File: src/hw/fep_pkg.sv
// Constants for the front-end power-down controller.
// Assumes a single 200 MHz system clock and a serial register port.
package fep_pkg;

  // Register addresses on the serial port
  localparam logic [6:0] ADDR_MASK_PIN_LOW = 7'h01;
  localparam logic [6:0] ADDR_MASK_PIN_HIGH = 7'h02;
  localparam logic [6:0] ADDR_HALF_DUPLEX = 7'h03;

  // Block bit positions, same in both masks
  localparam int BIT_CLK_MULT = 7;
  localparam int BIT_CONV_DRIVER = 6;
  localparam int BIT_TX_DIGITAL = 5;
  localparam int BIT_REFERENCE = 4;
  localparam int BIT_CONV_CM_REF = 3;
  localparam int BIT_RX_CONVERTER = 2;
  localparam int BIT_GAIN_BIAS = 1;
  localparam int BIT_RX_AMP = 0;

  // Half-duplex register fields
  localparam int HDX_DELAY_MSB = 7;
  localparam int HDX_DELAY_LSB = 3;
  localparam int HDX_RX_SOURCE = 2;
  localparam int HDX_FAST_TX_EN = 1;
  localparam int HDX_FAST_RX_EN = 0;

  // Reset values
  localparam logic [7:0] RST_MASK_PIN_LOW = 8'h00;
  localparam logic [7:0] RST_MASK_PIN_HIGH = 8'h7F;
  localparam logic [7:0] RST_MASK_PIN_HIGH_ALL = 8'hFF;
  localparam logic [7:0] RST_HALF_DUPLEX = 8'hFB;

  // Transmit clock cycles of midscale flush after transmit enable falls
  localparam logic [5:0] FLUSH_TX_CYCLES = 6'h21;

  // Serial frame: 1 direction bit, 7 address bits, 8 data bits
  localparam logic [4:0] SPI_FRAME_BITS = 5'h10;
  localparam logic [4:0] SPI_HEAD_BITS = 5'h08;

  typedef enum logic [1:0] {
    FEP_TX_ON = 2'b00,
    FEP_TX_DELAY = 2'b01,
    FEP_TX_OFF = 2'b11
  } fep_tx_state_t;

endpackage

File: src/hw/fep_power_ctrl.sv
// Power-down controller for a modem front end: two pin-selected block
// masks, half-duplex fast power sequencing and a serial register port.
// Assumes pins arrive asynchronously, except the power-select pin.
`timescale 1ns/1ps

module fep_power_ctrl (
  input wire logic sys_clk_i,
  input wire logic reset_i,
  input wire logic power_select_pin_i,
  input wire logic transmit_burst_enable_pin_i,
  input wire logic receive_burst_enable_pin_i,
  input wire logic transmit_mute_pin_n_i,
  input wire logic transmit_word_clock_i,
  input wire logic mode_strap_i,
  input wire logic config_strap_i,
  input wire logic spi_clk_i,
  input wire logic spi_sel_n_i,
  input wire logic spi_data_i,
  output logic spi_data_o,
  output logic spi_data_oe_o,
  output logic [7:0] block_power_down_o,
  output logic line_driver_power_down_o,
  output logic transmit_converter_power_down_o,
  output logic interp_filter_disable_o,
  output logic interp_flush_midscale_o,
  output logic rx_clock_buffered_osc_o
);
  import fep_pkg::*;

  ////////////////////////////////////////////////////////////////////////////
  // State

  typedef struct packed {
    logic [1:0] transmit_burst_enable_pin_q;
    logic transmit_burst_enable_pin_d;
    logic [1:0] receive_burst_enable_pin_q;
    logic [1:0] mute_q;
    logic [1:0] tclk_q;
    logic tclk_d;
    logic [1:0] mode_q;
    logic [1:0] cfg_q;
    logic [1:0] sclk_q;
    logic sclk_d;
    logic [1:0] sel_q;
    logic [1:0] sdi_q;
    logic half_duplex;
    logic osc_buffered;
    logic [4:0] spi_cnt;
    logic [15:0] spi_shift;
    logic [7:0] spi_rd;
    logic spi_rd_dir;
    logic sdo;
    logic sdo_oe;
    logic [7:0] mask_low;
    logic [7:0] mask_high;
    logic [7:0] half_duplex_reg;
    fep_tx_state_t tx_st;
    logic [4:0] tx_cnt;
    logic [5:0] flush_cnt;
    logic [7:0] pd;
    logic driver_off;
    logic conv_off;
    logic filt_dis;
    logic flush;
  } fep_state_t;

  fep_state_t state_r;
  fep_state_t state_nxt;

  ////////////////////////////////////////////////////////////////////////////
  // Register read mux; unmapped addresses read as zero

  function automatic logic [7:0] read_reg(input fep_state_t s,
                                          input logic [6:0] addr);
    logic [7:0] d;
    d = 8'h00;
    case (addr)
      ADDR_MASK_PIN_LOW: d = s.mask_low;
      ADDR_MASK_PIN_HIGH: d = s.mask_high;
      ADDR_HALF_DUPLEX: d = s.half_duplex_reg;
      default: d = 8'h00;
    endcase
    return d;
  endfunction

  ////////////////////////////////////////////////////////////////////////////
  // Next state

  always_comb begin
    logic transmit_burst_enable_pin_rise;
    logic transmit_burst_enable_pin_fall;
    logic tclk_rise;
    logic sclk_rise;
    logic sclk_fall;
    logic [15:0] word;
    logic [4:0] delay;
    logic [7:0] mask;
    logic mute_fd;
    logic tx_fast;
    logic rx_fast;
    logic [7:0] fast_bits;

    state_nxt = state_r;
    transmit_burst_enable_pin_rise = state_r.transmit_burst_enable_pin_q[1] & ~state_r.transmit_burst_enable_pin_d;
    transmit_burst_enable_pin_fall = ~state_r.transmit_burst_enable_pin_q[1] & state_r.transmit_burst_enable_pin_d;
    tclk_rise = state_r.tclk_q[1] & ~state_r.tclk_d;
    sclk_rise = state_r.sclk_q[1] & ~state_r.sclk_d;
    sclk_fall = ~state_r.sclk_q[1] & state_r.sclk_d;
    word = {state_r.spi_shift[14:0], state_r.sdi_q[1]};
    delay = state_r.half_duplex_reg[HDX_DELAY_MSB:HDX_DELAY_LSB];
    mask = 8'h00;
    mute_fd = 1'b0;
    tx_fast = 1'b0;
    rx_fast = 1'b0;
    fast_bits = 8'h00;

    // Two-stage synchronisers; the second stage alone feeds logic
    state_nxt.transmit_burst_enable_pin_q = {state_r.transmit_burst_enable_pin_q[0], transmit_burst_enable_pin_i};
    state_nxt.transmit_burst_enable_pin_d = state_r.transmit_burst_enable_pin_q[1];
    state_nxt.receive_burst_enable_pin_q = {state_r.receive_burst_enable_pin_q[0], receive_burst_enable_pin_i};
    state_nxt.mute_q = {state_r.mute_q[0], transmit_mute_pin_n_i};
    state_nxt.tclk_q = {state_r.tclk_q[0], transmit_word_clock_i};
    state_nxt.tclk_d = state_r.tclk_q[1];
    state_nxt.mode_q = {state_r.mode_q[0], mode_strap_i};
    state_nxt.cfg_q = {state_r.cfg_q[0], config_strap_i};
    state_nxt.sclk_q = {state_r.sclk_q[0], spi_clk_i};
    state_nxt.sclk_d = state_r.sclk_q[1];
    state_nxt.sel_q = {state_r.sel_q[0], spi_sel_n_i};
    state_nxt.sdi_q = {state_r.sdi_q[0], spi_data_i};

    // Serial port: direction bit (1 = read), address, then data
    if (state_r.sel_q[1]) begin
      state_nxt.spi_cnt = 5'h00;
      state_nxt.sdo_oe = 1'b0;
    end else if (sclk_rise && state_r.spi_cnt != SPI_FRAME_BITS) begin
      state_nxt.spi_shift = word;
      state_nxt.spi_cnt = state_r.spi_cnt + 5'h01;
      // Direction is the first bit; it stays in the shifter and reaches word[15] as the frame ends
      if (state_r.spi_cnt == 5'h00) begin
        state_nxt.spi_rd_dir = state_r.sdi_q[1];
      end
      if (state_r.spi_cnt == SPI_FRAME_BITS - 5'h01 && !word[15]) begin
        case (word[14:8])
          ADDR_MASK_PIN_LOW: state_nxt.mask_low = word[7:0];
          ADDR_MASK_PIN_HIGH: state_nxt.mask_high = word[7:0];
          ADDR_HALF_DUPLEX: state_nxt.half_duplex_reg = word[7:0];
          default: state_nxt.spi_shift = word;
        endcase
      end
    end else if (sclk_fall && state_r.spi_rd_dir) begin
      if (state_r.spi_cnt == SPI_HEAD_BITS) begin
        state_nxt.spi_rd = read_reg(state_r, state_r.spi_shift[6:0]);
        state_nxt.sdo = state_nxt.spi_rd[7];
        state_nxt.sdo_oe = 1'b1;
      end else if (state_r.spi_cnt == SPI_FRAME_BITS) begin
        state_nxt.sdo_oe = 1'b0;
      end else if (state_r.spi_cnt > SPI_HEAD_BITS) begin
        state_nxt.spi_rd = {state_r.spi_rd[6:0], 1'b0};
        state_nxt.sdo = state_r.spi_rd[6];
      end
    end

    // Transmit-off sequencing, counted in transmit clock rising edges
    // Starts off after reset, so a strapped part idles until enable rises
    case (state_r.tx_st)
      FEP_TX_ON: begin
        if (transmit_burst_enable_pin_fall) begin
          state_nxt.tx_cnt = delay;
          state_nxt.tx_st = (delay == 5'h00)
                            ? FEP_TX_OFF
                            : FEP_TX_DELAY;
        end
      end
      FEP_TX_DELAY: begin
        if (transmit_burst_enable_pin_rise) begin
          state_nxt.tx_st = FEP_TX_ON;
        end else if (tclk_rise) begin
          state_nxt.tx_cnt = state_r.tx_cnt - 5'h01;
          if (state_r.tx_cnt == 5'h01) begin
            state_nxt.tx_st = FEP_TX_OFF;
          end
        end
      end
      FEP_TX_OFF: begin
        if (transmit_burst_enable_pin_rise) begin
          state_nxt.tx_st = FEP_TX_ON;
        end
      end
      default: state_nxt.tx_st = FEP_TX_ON;
    endcase

    // Midscale flush runs for FLUSH_TX_CYCLES transmit clock rising edges after enable falls
    // A stopped word clock freezes the count; the flush is then incomplete
    if (transmit_burst_enable_pin_rise) begin
      state_nxt.flush_cnt = 6'h00;
    end else if (transmit_burst_enable_pin_fall) begin
      state_nxt.flush_cnt = FLUSH_TX_CYCLES;
    end else if (tclk_rise && state_r.flush_cnt != 6'h00) begin
      state_nxt.flush_cnt = state_r.flush_cnt - 6'h01;
    end

    // Output composition
    // Power-select is registered once only, to keep the delay minimal;
    // the bus side must tolerate one cycle of possible metastability.
    mask = power_select_pin_i
           ? state_r.mask_high
           : state_r.mask_low;
    tx_fast = state_r.half_duplex
              & state_r.half_duplex_reg[HDX_FAST_TX_EN]
              & (state_r.tx_st == FEP_TX_OFF);
    // Receive steering follows the synced level, so either edge acts
    rx_fast = state_r.half_duplex
              & state_r.half_duplex_reg[HDX_FAST_RX_EN]
              & (state_r.half_duplex_reg[HDX_RX_SOURCE]
                 ? ~state_r.receive_burst_enable_pin_q[1]
                 : state_r.transmit_burst_enable_pin_q[1]);
    fast_bits[BIT_TX_DIGITAL] = tx_fast;
    fast_bits[BIT_RX_CONVERTER] = rx_fast;
    fast_bits[BIT_RX_AMP] = rx_fast;
    mute_fd = ~state_r.half_duplex & ~state_r.mute_q[1];
    state_nxt.pd = mask | fast_bits;
    state_nxt.driver_off = mask[BIT_CONV_DRIVER]
                           | tx_fast | mute_fd;
    state_nxt.conv_off = mask[BIT_CONV_DRIVER];
    state_nxt.filt_dis = mute_fd;
    state_nxt.flush = state_r.half_duplex
                      & state_r.half_duplex_reg[HDX_FAST_TX_EN]
                      & (state_r.flush_cnt != 6'h00);

    // Synchronous reset; straps are taken from the synchronisers,
    // so reset must be held for at least three clocks.
    if (reset_i) begin
      state_nxt.half_duplex = ~state_r.mode_q[1];
      state_nxt.osc_buffered = state_r.mode_q[1] & state_r.cfg_q[1];
      state_nxt.mask_low = RST_MASK_PIN_LOW;
      state_nxt.mask_high = (state_r.mode_q[1] & state_r.cfg_q[1])
                            ? RST_MASK_PIN_HIGH_ALL
                            : RST_MASK_PIN_HIGH;
      state_nxt.half_duplex_reg = RST_HALF_DUPLEX;
      state_nxt.spi_cnt = 5'h00;
      state_nxt.spi_shift = 16'h0000;
      state_nxt.spi_rd = 8'h00;
      state_nxt.spi_rd_dir = 1'b0;
      state_nxt.sdo = 1'b0;
      state_nxt.sdo_oe = 1'b0;
      state_nxt.tx_st = FEP_TX_OFF;
      state_nxt.tx_cnt = 5'h00;
      state_nxt.flush_cnt = 6'h00;
      state_nxt.pd = 8'h00;
      state_nxt.driver_off = 1'b0;
      state_nxt.conv_off = 1'b0;
      state_nxt.filt_dis = 1'b0;
      state_nxt.flush = 1'b0;
    end
  end

  ////////////////////////////////////////////////////////////////////////////
  // State register
  // One register holds every field; reset loads all of them except the synchroniser stages and the edge-detect delay stages

  always_ff @(posedge sys_clk_i) begin
    state_r <= state_nxt;
  end

  assign spi_data_o = state_r.sdo;
  assign spi_data_oe_o = state_r.sdo_oe;
  assign block_power_down_o = state_r.pd;
  assign line_driver_power_down_o = state_r.driver_off;
  assign transmit_converter_power_down_o = state_r.conv_off;
  assign interp_filter_disable_o = state_r.filt_dis;
  assign interp_flush_midscale_o = state_r.flush;
  assign rx_clock_buffered_osc_o = state_r.osc_buffered;

endmodule

File: config.mk
export PLATFORM = sky130hd
export DESIGN_NAME = fep_power_ctrl
export DESIGN_NICKNAME = d
export VERILOG_FILES = /design/src/hw/fep_pkg.sv /design/src/hw/fep_power_ctrl.sv
export SDC_FILE = /design/constraint.sdc
export NUM_CORES = 1
export LEC_CHECK = 0
export BUFFER_PORTS_ARGS = -buffer_cell sky130_fd_sc_hd__clkbuf_2
export CAP_MARGIN = 0
export CORE_AREA = 2 2 100 102
export CTS_BUF_LIST = sky130_fd_sc_hd__clkbuf_2
export CTS_CLUSTER_SIZE = 10
export DETAILED_ROUTE_END_ITERATION = 6
export DIE_AREA = 0 0 102 104
export PLACE_DENSITY = 0.58
export RECOVER_POWER = 50
export SLEW_MARGIN = 30
export SYNTH_ARGS = -nofsm -noshare
export SYNTH_HDL_FRONTEND = slang
export SYNTH_SLANG_ARGS = --single-unit
export TNS_END_PERCENT = 30
File: constraint.sdc
create_clock -name sys_clk_i -period 4.82 [get_ports sys_clk_i]
set_clock_uncertainty 0.2 [all_clocks]
set_input_delay 0.241 -clock sys_clk_i [delete_from_list [all_inputs] [get_ports sys_clk_i]]
set_output_delay 0.241 -clock sys_clk_i [all_outputs]
set_load 0.02 [all_outputs]
==> summary.md <==
| Metric | Value |
|---|---|
| Core Footprint | `0.00955 sq mm` |
| Row count | `36` |
| Pre-antenna DRT Iters | `5` |
| Grt total ovfl | `0` |
| Die area | `0.0106 sq mm` |
| Initial core utilization | `44.2%` |
| Die H | `104 microns` |
| Worst hold-check path type | `input pin to register` |
| Gate Count Post-Synth | `427` |
| RSZ-0062 raised after global routing | `no` |
| Req. time, crit path | `5080 ps` |
| Dominant synthesized flop cell | `dfxtp_1` |
| Largest net degree at the start of global routing | `44` |
| Internal power | `1.04 mW` |
| Wire per inst | `14.2 microns` |
| Clock power frac | `27.9%` |
| Setup TNS | `0 ps` |
| Actual slew at the worst max-slew pin | `1840 ps` |
| Syn_area_per_cell | `9.89 sq um` |
| Failing checks | `max-capacitance violations, max-slew violations` |
| Number of setup buffers added after CTS | `0` |
| Critical Path AT | `3550 ps` |
| Area grow syn2layout | `8.39%` |
| CP Class | `input pin to register` |
| Post-synthesis register bit count | `101` |
| CP max FO | `43` |
| Final HPWL DP | `5790 microns` |
| H-tree levels | `3` |
| Final min period | `3290 ps` |
| Period utilisation layout | `68.3%` |
| Cell area after synthesis | `0.00422 sq mm` |
| Routed WL | `8330 microns` |
| Reg clk slew, reported paths | `270 ps` |
| DR vias | `2976` |
| Final hold vios | `0` |
| Initial antenna violation count | `0` |
| FFs w/ async S/R, synth | `0%` |
| Yosys warning count | `0` |
| Clk_lat worst skew | `540 ps` |
| Pre-CTS WS | `2270 ps` |
| F_max | `0.304 GHz` |
| Worst vdd ir | `167 uV` |
| EDFF count, synth | `10` |
| Most common cell after layout, fill and taps aside | `dfxtp_1` |
| Fin. max-slew vios | `44` |
| Die Width | `102 microns` |
| GPL Wtd Cong | `0.812` |
| Post_cts resized | `0` |
| CTS tree | `built` |
| Worst slew margin | `-22.9%` |
| Setup Viol. Count Final | `0` |
| Psw | `0.351 mW` |
| Clk buf depth | `2` |
| Layout cells sized above 1 | `10.6%` |
| Final ANT Viol Nets | `0` |
| Logic pwr share | `7.8%` |
| Status | `complete, but fails checks` |
| Vias in the first global route | `2794` |
| GR Util All Layers | `17.1%` |
| Switch share | `25.2%` |
| Crit path capture type | `register` |
| Clock Sinks | `101` |
| Initial DRC count | `121` |
| First-pass GRT wire length | `14200 microns` |
| Startpoint types | `input pin` |
| Mapped Nets | `446` |
| Root buffer cell | `clkbuf_2` |
| Register area share after synthesis | `50.3%` |
| Io pins | `27` |
| Most frequent cells in the layout | `dfxtp_1 (91), nor2_1 (59), nand2_1 (48), mux2i_1 (41)` |
| Port Buffers | `26` |
| NumNets Final | `467` |
| # DRC | `0` |
| Pwr Density | `305 mW/mm^2` |
| Sequential share of power | `64.3%` |
| Fillers | `962` |
| Via density | `5.08` |
| Total CTS buffers | `9` |
| Max-cap viol count | `1` |
| Synth cell types | `56` |
| Pleak | `1.72 nW` |
| ANT cells | `0` |
| Fin worst setup slack | `1530 ps` |
registers in the layout (all words and copies together), names as in the netlist:
signal                    cells
spi_data_oe_o                 1
state_r                      76
interp_flush_midscale_o       1
line_driver_power_down_o      1
state_nxt                    12
rx_clock_buffered_osc_o       1
interp_filter_disable_o       1
block_power_down_o            8
timing repair:
action                                  4_1_cts  5_1_grt
hold endpoints to repair                     34        0
hold buffers                                 11        0
endpoints found under the setup margin        0        0
metrics by stage:
| step | instances | total power [mW] | util, % | area, sq um | hold slack, ps |
|---|---|---|---|---|---|
| 2_1_floorplan | 427 | 0.992 | - | 4220 | 68.7 |
| 3_3_place_gp | 559 | 1.02 | 45.8 | 4380 | 112 |
| 3_5_place_dp | 559 | 1.02 | 45.8 | 4380 | 113 |
| 4_1_cts | 586 | 1.42 | 48.2 | 4600 | 40.6 |
| 5_1_grt | 586 | 1.47 | 47.9 | 4580 | 21.8 |
| 6_report | 586 | 1.40 | 47.9 | 4580 | 105 |
logic make-up after synthesis:
group	share of synthesized area, %
and+or+nand+nor	19.0
DFF	50.3
AOI/OAI and AO/OA	10.6
muxes	11.9
buffers and inverters	4.92
adders and majority gates	2.07
xor gates and xnor gates	1.24
cell type report:
| cell class | count | area (sq um) | share of cell area (%) |
|---|---|---|---|
| sequential | 101 | 2120 | 46.4 |
| multi-input combinational | 285 | 1900 | 41.5 |
| timing repair buffer | 40 | 234 | 5.11 |
| tap | 133 | 166 | 3.64 |
| clock inverter | 6 | 63.8 | 1.39 |
| clock buffer | 10 | 50.0 | 1.09 |
| inverter | 11 | 41.3 | 0.902 |
worst max-delay path, cell delays in order:
cell           delay, ps
dlygate4sd3_1        520
clkbuf_1             770
clkbuf_1            1400
nor3_1               350
nor2_1               190
nand2_1               60
synth_stat cells (all sizes together), types with 2 or more instances:
cell type	count	share of area, %
edfxtp	10	7.1
and3	3	0.44
a21o	2	0.36
mux2i	41	9.7
xor2	2	0.41
mux2	8	2.1
nand3	4	0.47
inv	11	0.98
dfxtp	91	43
a21oi	11	1.3
or4	2	0.36
nand2	48	4.3
o2111ai	2	0.41
buf	17	2.8
nor3	19	2.6
ha	7	2.1
a31oi	2	0.30
a221oi	7	2.5
a211oi	6	1.1
a22o	8	1.7
nor2b	6	0.89
o31a	2	0.41
nand2b	5	0.74
or3	4	0.59
nor2	59	5.2
xnor2	4	0.83
nor4b	2	0.41
clkbuf	13	1.2
nor4	3	0.59
o211ai	2	0.36
o21ai	8	0.95
per-layer routing:
layer,track usage (%),vias up,wire length (microns)
li1,-,1523,-
met1,24.8,1387,4230
met2,25.0,60,3720
met3,4.03,6,302
met4,5.52,0,80
met5,0,-,0
power groups by stage:
stage | clock network [mW] | registers, mW | logic [mW]
2_1_floorplan | 0 | 0.909 | 0.0831
3_3_place_gp | 0 | 0.913 | 0.103
3_5_place_dp | 0 | 0.913 | 0.104
4_1_cts | 0.413 | 0.898 | 0.111
5_1_grt | 0.447 | 0.902 | 0.123
6_report | 0.390 | 0.897 | 0.109
final timing paths:
check                                start                             endpoint  slack [ps]  cells after the start
hold reg to reg     state_nxt[100]$_DFF_P_                 state_r[100]$_DFF_P_         110                      0
setup reg to reg  state_r[76]$_SDFFE_PP0P_            state_r[33]$_SDFFCE_PP1P_        2280                      7
setup / recovery                   reset_i  line_driver_power_down_o$_SDFF_PP0_        1530                      6
hold / removal              config_strap_i                state_nxt[91]$_DFF_P_         110                      2
No activity file was read; power rests on OpenSTA's default activity.
